**src/hw/pcm_pkg.sv**
```systemverilog
// package with offsets, reset values and timing constants of the monitor registers
package pcm_pkg;
    // register offsets
    localparam logic [7:0] PCM_OFS_CURRENT = 8'h00;
    localparam logic [7:0] PCM_OFS_CHARGE3 = 8'h01;
    localparam logic [7:0] PCM_OFS_CHARGE2 = 8'h02;
    localparam logic [7:0] PCM_OFS_CHARGE1 = 8'h03;
    localparam logic [7:0] PCM_OFS_CHARGE0 = 8'h04;
    localparam logic [7:0] PCM_OFS_PIN_ACT = 8'h0f;
    localparam logic [7:0] PCM_OFS_FAULT = 8'h10;
    localparam logic [7:0] PCM_OFS_GENERAL = 8'h11;
    localparam logic [7:0] PCM_OFS_PROFILE_A = 8'h12;
    localparam logic [7:0] PCM_OFS_PROFILE_B = 8'h13;
    localparam logic [7:0] PCM_OFS_PIN_LEVEL = 8'h14;
    // field positions
    localparam int PCM_BIT_ALERT_MIRROR = 5;
    localparam int PCM_BIT_ATTACH_MIRROR = 4;
    localparam int PCM_BIT_CHARGING_ACTIVE = 3;
    localparam int PCM_BIT_POWER_UP = 5;
    localparam int PCM_BIT_ERROR = 7;
    localparam int PCM_CHARGE_LSB_POS = 6;
    // widths
    localparam int PCM_CURRENT_W = 8;
    localparam int PCM_CHARGE_W = 26;
    // values after reset
    localparam logic [7:0] PCM_RST_BYTE = 8'h00;
    localparam logic [25:0] PCM_RST_CHARGE = 26'h0000000;
    localparam logic PCM_RST_POWER_UP = 1'b1;
    // undefined addresses read as zero
    localparam logic [7:0] PCM_UNMAPPED_DATA = 8'h00;
    // timing: one accumulation step per second
    localparam int PCM_CLK_PERIOD_NS = 50;
    localparam int PCM_UPDATE_PERIOD_MS = 1000;
    localparam int PCM_UPDATE_CYCLES = (PCM_UPDATE_PERIOD_MS * 1000000) / PCM_CLK_PERIOD_NS;
endpackage

```
**src/hw/pcm_acc_if.sv**
```systemverilog
// interface joining the register bank and the charge accumulator
`timescale 1ns/10ps
`default_nettype none
interface pcm_acc_if;
    import pcm_pkg::*;
    logic active; // device in active power state
    logic enable; // rationing enabled
    logic clear; // rationing reset requested
    logic [PCM_CURRENT_W-1:0] current; // current code being delivered
    logic [PCM_CHARGE_W-1:0] threshold; // rationing threshold
    logic [PCM_CHARGE_W-1:0] charge; // accumulated charge
    logic reached; // charge at or above threshold
    logic updated; // one-cycle pulse per update
    modport acc (input active, enable, clear, current, threshold, output charge, reached, updated);
    modport ctl (output active, enable, clear, current, threshold, input charge, reached, updated);
endinterface
`default_nettype wire

```
**src/hw/pcm_charge_acc.sv**
```systemverilog
// once-per-second accumulated charge counter with threshold compare
`timescale 1ns/10ps
`default_nettype none
module pcm_charge_acc
    import pcm_pkg::*;
#(
    parameter int SECOND_CYCLES = PCM_UPDATE_CYCLES
)
(
    // clock and reset
    input wire logic sys_clk_in,
    input wire logic rst_in,
    // link to register bank
    pcm_acc_if.acc acc_io
);
    import pcm_pkg::*;

    // whole state of the accumulator
    typedef struct packed {
        logic [31:0] sec_cnt; // cycles into current second
        logic [PCM_CHARGE_W-1:0] charge; // accumulated charge
        logic reached; // compare result
        logic updated; // update pulse
    } pcm_acc_state_t;

    localparam logic [31:0] LAST_CYCLE = 32'(SECOND_CYCLES - 1);

    pcm_acc_state_t st_r; // registered state
    pcm_acc_state_t st_nxt; // next state
    logic [PCM_CHARGE_W:0] sum; // sum with carry for saturation

    // next-state logic
    always_comb
    begin
        st_nxt = st_r;
        st_nxt.updated = 1'b0;
        sum = {1'b0, st_r.charge} + {{(PCM_CHARGE_W+1-PCM_CURRENT_W){1'b0}}, acc_io.current};
        if (acc_io.clear || !acc_io.enable)
        begin
            // the reset bit or a cleared enable bit clears the total, as does rst_in
            st_nxt.charge = PCM_RST_CHARGE;
            st_nxt.reached = 1'b0;
            st_nxt.sec_cnt = 32'h00000000;
        end
        else if (acc_io.active)
        begin
            // one current count over one second is about one charge count
            if (st_r.sec_cnt >= LAST_CYCLE)
            begin
                st_nxt.sec_cnt = 32'h00000000;
                // saturate rather than wrap, a wrapped total would defeat rationing
                st_nxt.charge = sum[PCM_CHARGE_W] ? {PCM_CHARGE_W{1'b1}} : sum[PCM_CHARGE_W-1:0];
                // compare each fresh total
                st_nxt.reached = (st_nxt.charge >= acc_io.threshold);
                st_nxt.updated = 1'b1;
            end
            else
            begin
                st_nxt.sec_cnt = st_r.sec_cnt + 32'h00000001;
            end
        end
        // outside active everything holds, resuming on return
    end

    // state register
    always_ff @(posedge sys_clk_in or posedge rst_in)
    begin
        if (rst_in)
        begin
            st_r <= '0;
        end
        else
        begin
            st_r <= st_nxt;
        end
    end

    assign acc_io.charge = st_r.charge;
    assign acc_io.reached = st_r.reached;
    assign acc_io.updated = st_r.updated;
endmodule
`default_nettype wire

```
**src/hw/pcm_monitor_regs.sv**
```systemverilog
// port current and charge monitor register bank with status registers
`timescale 1ns/10ps
`default_nettype none
module pcm_monitor_regs
    import pcm_pkg::*;
#(
    parameter int SECOND_CYCLES = PCM_UPDATE_CYCLES
)
(
    // clock and reset
    input wire logic sys_clk_in,
    input wire logic rst_in,
    // register port
    input wire logic reg_rd_in,
    input wire logic reg_wr_in,
    input wire logic [7:0] reg_addr_in,
    input wire logic [7:0] reg_wdata_in,
    output logic [7:0] reg_rdata_out,
    // power state and switch
    input wire logic active_state_in,
    input wire logic sleep_state_in,
    input wire logic detect_state_in,
    input wire logic switch_on_in,
    input wire logic port_power_enable_in,
    // measurement
    input wire logic [PCM_CURRENT_W-1:0] port_current_in,
    input wire logic [PCM_CURRENT_W-1:0] charging_current_threshold_in,
    // rationing control
    input wire logic rationing_enable_bit_in,
    input wire logic rationing_reset_bit_in,
    input wire logic [PCM_CHARGE_W-1:0] rationing_threshold_in,
    output logic rationing_reached_out,
    output logic charge_updated_out,
    // pin mirrors and other status sources
    input wire logic alert_asserted_in,
    input wire logic attach_detect_output_n_in,
    input wire logic [2:0] emulation_status_in,
    input wire logic [6:0] fault_status_in,
    input wire logic error_state_in,
    input wire logic [7:0] general_status_in,
    input wire logic [7:0] profile_state_a_in,
    input wire logic [7:0] profile_state_b_in,
    input wire logic [7:0] pin_level_status_in,
    // error clear request
    output logic error_clear_out
);
    import pcm_pkg::*;

    // whole state of the bank
    // kept in one struct so a single register process owns every flop
    // adding a field here needs no change to the reset branch
    // except where a field must come out of reset set
    typedef struct packed {
        logic [PCM_CURRENT_W-1:0] current; // port_current_now
        logic charging; // charging_active_flag
        logic power_up; // power-up flag of fault_event_status
        logic pe_prev; // last power enable level
        logic pe_seen; // pe_prev holds a real sample
        logic [7:0] rdata; // read data
        logic err_clr; // error clear pulse
    } pcm_bank_state_t;

    pcm_bank_state_t st_r; // registered state
    pcm_bank_state_t st_nxt; // next state
    logic [31:0] charge_word; // charge as the four byte registers see it
    logic [7:0] pin_act_byte; // pin_and_activity_status contents
    logic [7:0] fault_byte; // fault_event_status contents
    logic [7:0] rd_mux; // selected read value
    logic pe_toggle; // power enable changed level

    // the accumulator sits in its own module so its long second counter
    // can be shortened for simulation without touching the register map
    // it sees only levels, no register strobes
    pcm_acc_if acc_link ();

    // accumulator integrates the displayed current, so its total stops growing when the switch is off
    assign acc_link.active = active_state_in;
    assign acc_link.enable = rationing_enable_bit_in;
    assign acc_link.clear = rationing_reset_bit_in;
    assign acc_link.current = st_r.current;
    assign acc_link.threshold = rationing_threshold_in;

    pcm_charge_acc #(
        .SECOND_CYCLES(SECOND_CYCLES)
    ) u_charge_acc (
        .sys_clk_in(sys_clk_in),
        .rst_in(rst_in),
        .acc_io(acc_link)
    );

    // charge packed MSB first into bits 31..6, low six bits read zero
    assign charge_word = {acc_link.charge, 6'h00};

    // live pin mirrors and activity bits
    assign pin_act_byte = {2'h0, alert_asserted_in, !attach_detect_output_n_in, st_r.charging,
                           emulation_status_in};

    // fault bits follow their sources, power-up flag never reaches the alert pin
    assign fault_byte = {error_state_in, fault_status_in[6], st_r.power_up, fault_status_in[4:0]};

    // toggle detection waits one edge after reset, otherwise the reset
    // value of pe_prev would look like a change when power enable is high
    // power enable is a level from the same clock domain, no synchroniser
    assign pe_toggle = st_r.pe_seen && (port_power_enable_in != st_r.pe_prev);

    // read multiplexer
    // charge bytes come straight from the live total, there is no snapshot,
    // so a multi-byte read may straddle an update; software should read twice
    // and compare when it needs a coherent value
    // status sources other than the power-up flag and the charging flag are read live
    always_comb
    begin
        case (reg_addr_in)
            PCM_OFS_CURRENT: rd_mux = st_r.current;
            PCM_OFS_CHARGE3: rd_mux = charge_word[31:24];
            PCM_OFS_CHARGE2: rd_mux = charge_word[23:16];
            PCM_OFS_CHARGE1: rd_mux = charge_word[15:8];
            PCM_OFS_CHARGE0: rd_mux = charge_word[7:0];
            PCM_OFS_PIN_ACT: rd_mux = pin_act_byte;
            PCM_OFS_FAULT: rd_mux = fault_byte;
            PCM_OFS_GENERAL: rd_mux = general_status_in;
            PCM_OFS_PROFILE_A: rd_mux = profile_state_a_in;
            PCM_OFS_PROFILE_B: rd_mux = profile_state_b_in;
            PCM_OFS_PIN_LEVEL: rd_mux = pin_level_status_in;
            default: rd_mux = PCM_UNMAPPED_DATA;
        endcase
    end

    // next-state logic
    // sleep and detect win over the switch, which wins over a fresh sample
    // outside active with the switch on the last code simply holds
    // the charging flag compares the raw input, not the displayed code,
    // so it keeps working while the displayed value is forced to zero
    // read data changes only on a read strobe and then stands until the next
    always_comb
    begin
        st_nxt = st_r;
        st_nxt.err_clr = 1'b0;
        st_nxt.pe_prev = port_power_enable_in;
        st_nxt.pe_seen = 1'b1;
        // current register
        if (sleep_state_in || detect_state_in)
        begin
            st_nxt.current = PCM_RST_BYTE;
        end
        else if (!switch_on_in)
        begin
            st_nxt.current = PCM_RST_BYTE;
        end
        else if (active_state_in)
        begin
            st_nxt.current = port_current_in;
        end
        // charging flag, equal current keeps the last decision
        if (port_current_in > charging_current_threshold_in)
        begin
            st_nxt.charging = 1'b1;
        end
        else if (port_current_in < charging_current_threshold_in)
        begin
            st_nxt.charging = 1'b0;
        end
        // read data captured on the strobe
        if (reg_rd_in)
        begin
            st_nxt.rdata = rd_mux;
        end
        // power-up flag cleared by reading it or by toggling power enable
        if ((reg_rd_in && (reg_addr_in == PCM_OFS_FAULT)) || pe_toggle)
        begin
            st_nxt.power_up = 1'b0;
        end
        // only the error bit is writable, writing zero asks for error recovery
        if (reg_wr_in && (reg_addr_in == PCM_OFS_FAULT) && !reg_wdata_in[PCM_BIT_ERROR])
        begin
            st_nxt.err_clr = 1'b1;
        end
        // other writes have no effect
    end

    // state register, power-up flag comes out of reset set
    // only constants in the reset branch; the flag is the one field not zero
    // a glitch on rst_in reloads the flag, which software then sees as a reset
    always_ff @(posedge sys_clk_in or posedge rst_in)
    begin
        if (rst_in)
        begin
            st_r <= '0;
            st_r.power_up <= PCM_RST_POWER_UP;
        end
        else
        begin
            st_r <= st_nxt;
        end
    end

    // outputs
    // read data and the error clear pulse come from flops
    // reached and updated are already registered in the accumulator
    // error_clear_out is a request only, recovery itself lives elsewhere
    assign reg_rdata_out = st_r.rdata;
    assign rationing_reached_out = acc_link.reached;
    assign charge_updated_out = acc_link.updated;
    assign error_clear_out = st_r.err_clr;
endmodule
`default_nettype wire

```
**config.mk**
```make
export PLATFORM = sky130hd
export DESIGN_NAME = pcm_monitor_regs
export DESIGN_NICKNAME = d
export VERILOG_FILES = /design/src/hw/pcm_pkg.sv /design/src/hw/pcm_acc_if.sv /design/src/hw/pcm_charge_acc.sv /design/src/hw/pcm_monitor_regs.sv
export SDC_FILE = /design/constraint.sdc
export NUM_CORES = 1
export LEC_CHECK = 0
export BUFFER_PORTS_ARGS = -buffer_cell sky130_fd_sc_hd__buf_2
export CAP_MARGIN = 20
export CORE_MARGIN = 4
export CORE_UTILIZATION = 43
export DETAILED_ROUTE_END_ITERATION = 10
export PLACE_DENSITY_LB_ADDON = 0.2
export REMOVE_ABC_BUFFERS = 1
export SLEW_MARGIN = 25
export SYNTH_ARGS = -nofsm -noshare
export SYNTH_HDL_FRONTEND = slang
export SYNTH_SLANG_ARGS = --single-unit
```
**constraint.sdc**
```tcl
create_clock -name sys_clk_in -period 8.04 [get_ports sys_clk_in]
set_clock_uncertainty 0.05 [all_clocks]
set_input_delay 1.206 -clock sys_clk_in [delete_from_list [all_inputs] [get_ports sys_clk_in]]
set_output_delay 1.206 -clock sys_clk_in [all_outputs]
set_load 0.1 [all_outputs]
```
# After elaboration in Yosys (flattened, before gate mapping)
# Cells that the tools add are included.
# word_totals
memories,0
mem_bits_rw,0
romBits,0
input_bits,114
elab_cells,57
regBits,81
latch_bits,0
out_inout_bits,11
# classes
div_mod_pow,0
shifts,0
bitwise,0
n_mul,0
n_lt_le_gt_ge,4
n_addsub,2
n_eq_ne,12
mux,13
reduce_logical,15
# op_table
operator,count
$pmux W8 S11,1
$mux W60,1
$mux W59,1
$eq A8 B5 Y1 const B,5
$add A32 B1 Y32 const B,1
$ge A32 B25 Y1 const B,1
$mux W32,1
$mux W28,1
$add A26 B8 Y27,1
$ge A26 B26 Y1,1
$mux W26,1
$mux W8,3
$eq A8 B2 Y1 const B,2
$eq A8 B1 Y1 const B,1
$eq A8 B3 Y1 const B,1
$eq A8 B4 Y1 const B,1
$gt A8 B8 Y1,1
$logic_not A8 Y1,1
$lt A8 B8 Y1,1
$reduce_bool A2 Y1,3
$logic_and A1 B1 Y1,4
$mux W1,4
$logic_not A1 Y1,3
$logic_or A1 B1 Y1,3
3 further kinds,3

# Depth between registers and ports, before layout
# Gate-level depths: netlist of the first run.
# logic_depth
depth_word,6
ltp_mapped,18
ltp_nobuf,16

# Hierarchy
# Synthesis of the first run repeated with hierarchy kept, for this count alone.
# hier_totals
hier_cells,784
area_unflattened_um2,6536.3
# modules_own_cells
module,instances,seq_area_each_um2,cells_per_inst,area_each_um2
pcm_charge_acc,1,1501.4,554,4515.6
pcm_monitor_regs,1,526.8,230,2020.7

# Worst setup path after synthesis of the first run
# No wires, ideal clock.
# synth_path
path_type,register to register
startpoint,"register st_r, in the netlist acc_link.current[0]"
endpoint,"register u_charge_acc.st_r, in the netlist u_charge_acc.acc_io.reached"
n_path_buf,3
path_stages_with_launch,19
required_ps,7872
setup_time_ps,118
arrival_ps,3388
period_less_slack_ps,3556
path_slack_ps,4484
path_cell_list,dfrtp_1 ha_1 inv_1 fa_1 nand2b_1 a211oi_1 o21ai_1 or2_1 clkbuf_1 buf_2 buf_1 nand2_1 ha_1 a21o_1 a21o_1 a21oi_1 o21ai_0 a22o_1 a21o_1
# synth_between
elab_chain_len,6
# synth_lines
element,line,rtl
"start, declared",pcm_monitor_regs.sv:63,pcm_bank_state_t st_r;
"start signal, assigned",pcm_monitor_regs.sv:193,st_r <= st_nxt;
$add A26 B8 Y27,pcm_charge_acc.sv:37,"sum = {1'b0, st_r.charge} + {{(PCM_CHARGE_W+1-PCM_CURRENT_W){1'b0}}, acc_io.current};"
$mux W26,pcm_charge_acc.sv:52,st_nxt.charge = sum[PCM_CHARGE_W] ? {PCM_CHARGE_W{1'b1}} : sum[PCM_CHARGE_W-1:0];
$ge A26 B26 Y1,pcm_charge_acc.sv:54,st_nxt.reached = (st_nxt.charge >= acc_io.threshold);
$mux W28,pcm_charge_acc.sv:48,if (st_r.sec_cnt >= LAST_CYCLE)
$mux W60,pcm_charge_acc.sv:45,else if (acc_io.active)
$mux W59,pcm_charge_acc.sv:38,if (acc_io.clear || !acc_io.enable)
"end signal, assigned",pcm_charge_acc.sv:74,st_r <= st_nxt;
"end, declared",pcm_charge_acc.sv:28,pcm_acc_state_t st_r;
# Every way passes these cells. The select of a mux whose other input is x is not followed.
# A chain may end at the register's enable or synchronous reset.

# Final worst setup path of the first run
# layout_path
startpoint,"register st_r, in the netlist acc_link.current[7]"
endpoint,"register u_charge_acc.st_r, in the netlist u_charge_acc.acc_io.reached"
# The elaborated chain is that of the path after synthesis.

==> out/results.tsv, run 1 <==
metric	value	unit
synth_top_area_share	32.2	%
pwr-share-clk	41.6	%
drtPass1Iterations	5	
cts_max_path_buffers	2	
port_buffers	116	
clock_sinks	81	
dieWidth	128	um
crit_required	8.23	ns
worstPathArrival	4.60	ns
crit_type	flip-flop to flip-flop	
p_switching	0.000250	W
power.share.sequential	45.2	%
maxSlewHeadroom	39.4	%
yosysWarningCount	0	
die_h	128	um
synth_cells	742	
grt_pass1_vias	5839	
clk_pin_slew	0.07	ns
final_net_count	983	
final-hold-violation-count	0	
seq_area	2030	sq um
crit_chain	ha_1 > a21oi_1 > o21ai_0 > o21ai_1 > or2_1 > o21ai_0 > ha_1 > a21o_1 > nand3_1 > a21oi_1 > o311ai_0 > nand2_1 > a21o_1	
path_delay_family	compound AO/OA/AOI/OAI gates	
cts_resized	0	
clock.fmax	226	MHz
grt_util_all_layers	21.4	%
cts_hold_buffers	0	
drive_gt1_share	19.3	%
synth_edf_count	0	
ys_seq_elements	81	
diodes	0	
status	finished clean	
detail_route.wirelength	17.8	mm
cp_slowest_cell	or2_1	
syn_to_final_growth	13.8	%
cts_buffers	9	
grt_overflow	0	
finalCritPeriodShare	55.0	%
setup_viol	0	
wl_per_cell	17.6	um
hold_depth	2	
multi_input_area	3770	sq um
vias	5943	
maxSlewViolCount	0	
drc	0	
start_util	44.4	%
max_stage_delay	0.76	ns
cts_tree	built	
p_leak	3.42	nW
r2r_cells	13	
yosysMostFrequentCell	dfrtp_1	
syn_area	6210	sq um
setup_tns	0	ns
rsz0062_at_grt	no	
combPwrFrac	13.2	%
async_flop_share	100	%
finalPower	0.000918	W
drv_cap	0	
critPathLaunchType	flip-flop	
core	14000	sq um
p_per_area	130	nW/um^2
switching_share	27.3	%
grt_pass1_wl	28.6	mm
viasPerCell	5.88	
dp_hpwl	13.4	mm
critPathBufInv	0	
synth.avg_cell_area	8.37	sq um
p_int	0.000668	W
ys_top_cells_by_count	dfrtp_1 (80), nand2_1 (77), nor2_1 (54)	
synthTopCellsByArea	dfrtp_1 (32%), ha_1 (8.7%), nand2_1 (4.7%)	
antenna_found_initial	0	
tightestPinTransition	0.910	ns
clock_latency	0.34	ns
ant_nets	0	
min_path_type	flip-flop to flip-flop	
ys.flop_type	dfrtp_1	
drt_iter0_drc	483	
clockRootBuffer	clkbuf_16	
h-tree-depth	3	
yosysTopAreaCell	dfrtp_1	
dieArea	16400	sq um
postCtsSetupBuffers	0	
min_period	4.42	ns
synth_cell_types	73	
rows	43	
ff2ff_setup_slack	3.62	ns
yosysSeqAreaShare	32.7	%
fillers	1387	
grt_start_max_net_pins	82	
path_max_fanout	24	
end_kind	flip-flop	
cp.depth	13	
peakVddDrop	121	uV
gp_congestion	0.897	
io_pins	125	
==> final timing paths <==
check	end	from
worst max-delay path	u_charge_acc.acc_io.reached	acc_link.current[7]
worst min-delay path	fault_byte[5]	fault_byte[5]
worst max register to register	u_charge_acc.acc_io.reached	acc_link.current[7]
worst min register to register	fault_byte[5]	fault_byte[5]
max in group asynchronous	reg_rdata_out[4]	rst_in
min in group asynchronous	pin_act_byte[3]	rst_in
==> power groups by stage <==
| stage | Clock (W) | Sequential, W | Combinational (W) |
|---|---|---|---|
| floorplan | 0 | 0.000433 | 0.0000540 |
| global placement | 0 | 0.000423 | 0.000116 |
| detailed placement | 0 | 0.000423 | 0.000120 |
| CTS | 0.000390 | 0.000415 | 0.000121 |
| global route | 0.000409 | 0.000416 | 0.000134 |
| finish | 0.000382 | 0.000415 | 0.000121 |
==> worst min-delay path: cells and delay by family, from the launching register on <==
kind / cells / cell delay, ns
flip-flops: 1 / 0.37
AND/OR/NAND/NOR: 1 / 0.05
AO/OA/AOI/OAI: 1 / 0.04
==> per-stage QoR <==
| stage | util (%) | std cells | hold slack [ns] | instance area (sq um) | setup slack, ns |
|---|---|---|---|---|---|
| final | 50.5 | 1010 | 0.409 | 7070 | 3.62 |
| after global routing | 50.5 | 1010 | 0.426 | 7070 | 3.45 |
| after CTS | 50.5 | 1010 | 0.410 | 7060 | 3.69 |
| after detailed placement | 48.6 | 994 | 0.396 | 6790 | 3.71 |
| after global placement | 48.6 | 994 | 0.395 | 6790 | 3.79 |
| after floorplan | - | 697 | 0.377 | 5980 | 4.66 |
==> sequential cells by signal, summed over array words and instances (netlist names) <==
register,cells
u_charge_acc.acc_io.reached,1
fault_byte,1
u_charge_acc.st_r,32
pin_act_byte,1
u_charge_acc.acc_io.updated,1
error_clear_out,1
acc_link.current,8
u_charge_acc.acc_io.charge,26
st_r,2
reg_rdata_out,8
==> metal layers <==
layer | share of wire, % | global-route usage [%] | wire length, um | up-vias
met1 | 42 | 27.8 | 7560 | 2889
met3 | 5.2 | 3.54 | 922 | 20
li1 | - | - | - | 2866
met5 | 0 | 0 | 0 | -
met2 | 51 | 37.4 | 9100 | 168
met4 | 1.3 | 4.93 | 229 | 0
==> logic make-up (layout without fill, tap and decap cells) <==
group                      after synthesis  in the layout  share of synthesized area (%)
other                                    1              1                         0.0604
xor gates and xnor gates                23             23                           3.24
and+or+nand+nor                        274            274                           22.0
AOI/OAI and AO/OA                      200            200                           21.3
adders and majority gates               44             44                           8.99
DFF                                     81             81                           32.7
muxes                                   27             27                           5.16
buffers and inverters                   92            180                           6.57
==> area by class of cell <==
cell class              instances  area share [%]
multi-input cells             569            53.4
flip-flops and latches         81            28.7
clock buffers                  10            3.24
repair buffers                117            8.37
clock inverters                 6           0.602
inverters                      47            2.51
well taps                     180            3.19
==> cells in the final DEF (no fill, tap or decap), drive strengths merged, types with 14 or more instances in the layout <==
cell type	synthesis	final
nor2	54	54
nand4	18	18
nor3	17	17
a22o	16	16
nand2	78	78
a31oi	22	22
nand3	39	39
ha	43	43
inv	47	47
buf	22	117
mux2i	14	14
o21ai	39	39
dfrtp	80	80
a21oi	51	51
(Power assumes the default switching activity.)
==> run 2: changes to the inputs <==
Clock period 8.04 ns to 4.1 ns, I/O delays scaled along.
==> run 2 against run 1 <==
  * Global-route usage is 0.53 points higher
  * Non-clock buffer count grew 7
  * Count of clock-buffer cells in the layout rose by 1
  * Fmax increased by 18%
  * Clock power rose by 120%
  * Critical path depth is 3 higher
  * Total power up 110%
  * Combinational power rose by 95%
  * Sequential cell count did not move
==> out/results.tsv, run 2 (synthesized netlist as in run 1, its figures left out) <==
metric	value	unit
crit_chain	ha_1 > inv_1 > fa_1 > nand2b_1 > a211oi_1 > o21ai_1 > buf_4 > nor2_1 > nor2_1 > ha_1 > nand2b_1 > a21oi_1 > nor3_1 > o311ai_0 > nand2_1 > a21o_1	
postCtsSetupBuffers	0	
final_common_cell	buf_2	
rsz0062_at_grt	no	
clockRootBuffer	clkbuf_16	
cts_hold_buffers	0	
status	finished clean	
crit_required	4.29	ns
cts_tree	built	
drc	0	
grt_util_all_layers	21.9	%
drtPass1Iterations	5	
crit_type	flip-flop to flip-flop	
final-hold-violation-count	0	
cts_max_path_buffers	2	
clk_pin_slew	0.06	ns
cts_resized	0	
clock_latency	0.35	ns
die_h	128	um
cp_slowest_cell	o311ai_0	
antenna_found_initial	0	
grt_pass1_vias	5943	
drv_cap	0	
viasPerCell	5.91	
grt_overflow	0	
largest-register	u_charge_acc.st_r	
worstPathArrival	3.95	ns
wl_per_cell	17.8	um
end_kind	flip-flop	
setup_viol	0	
final_net_count	990	
p_per_area	263	nW/um^2
ff2ff_setup_slack	0.34	ns
ant_nets	0	
port_buffers	116	
finalCritPeriodShare	91.7	%
grt_start_max_net_pins	46	
drive_gt1_share	20.0	%
vias	6007	
tightestPinTransition	0.882	ns
dieArea	16400	sq um
gp_congestion	0.904	
cts_buffers	9	
diodes	0	
clock.fmax	266	MHz
final_cell_mix	buf_2 (116), dfrtp_1 (80), nand2_1 (77)	
cp-startpoint	acc_link.current[0]	
h-tree-depth	3	
io_pins	125	
p_leak	3.47	nW
peakVddDrop	247	uV
grt_pass1_wl	28.9	mm
r2r_cells	16	
min_path_type	input pin to asynchronous set/reset pin	
finalPower	0.00188	W
syn_to_final_growth	15.2	%
drt_iter0_drc	407	
rows	43	
largest_reg_flops	32	
clock_sinks	81	
core	14000	sq um
dieWidth	128	um
rr_startpoint	acc_link.current[0]	
critPathLaunchType	flip-flop	
path_max_fanout	9	
setup_tns	0	ns
maxSlewHeadroom	41.2	%
max_stage_delay	0.44	ns
min_period	3.76	ns
maxSlewViolCount	0	
dp_hpwl	13.7	mm
detail_route.wirelength	18.1	mm
start_util	44.4	%
==> run 2: cell count changes in the layout (fill, tap and decap cells not counted) <==
cell	previous run	this run
buf_4	0	8
clkinv_2	3	1
buf_6	1	0
bufinv_16	0	1
clkbuf_8	0	1
==> run 2: layer usage <==
layer	track usage, %	part of all wire [%]
met5	0	0
met3	4.46	5.1
met1	28.2	43
met2	37.4	50
met4	6.18	1.9
==> run 2: worst max-delay path: cells and delay by family (launching register included) <==
kind            cells  cell delay [ns]
compound gates      5             1.31
fa+ha+maj           3             0.85
simple gates        6             0.78
flops               1             0.42
buf+inv             2             0.24
==> run 2: layout make-up <==
cell class,count,area [sq um]
timing repair buffer,124,641
sequential,81,2030
tap,180,225
inverter,47,178
multi-input combinational,569,3770
clock buffer,11,243
fill,1356,6840
clock inverter,5,62.6
==> run 2: final timing paths <==
check	to
worst max-delay path	u_charge_acc.acc_io.reached
worst min-delay path	st_r[10]
worst max register to register	u_charge_acc.acc_io.reached
worst min register to register	fault_byte[5]
max in group asynchronous	reg_rdata_out[0]
min in group sys_clk_in	st_r[10]
==> run 2: power by group <==
part	internal, W	leakage (nW)	switching (W)
Combinational	0.0000909	2.21	0.000145
Clock	0.000492	0.142	0.000342
Sequential	0.000808	1.11	0.00000697
==> run 2: through the flow <==
stage          utilization (%)  cell area, sq um  setup slack, ns  instances  hold slack, ns
2_1_floorplan                -              5980            0.722        697           0.377
3_3_place_gp              48.9              6850            0.424       1001           0.400
3_5_place_dp              48.9              6850            0.351       1001           0.401
4_1_cts                   51.1              7150            0.322       1017           0.330
5_1_grt                   51.1              7150           0.0423       1017           0.340
6_report                  51.1              7150            0.341       1017           0.319
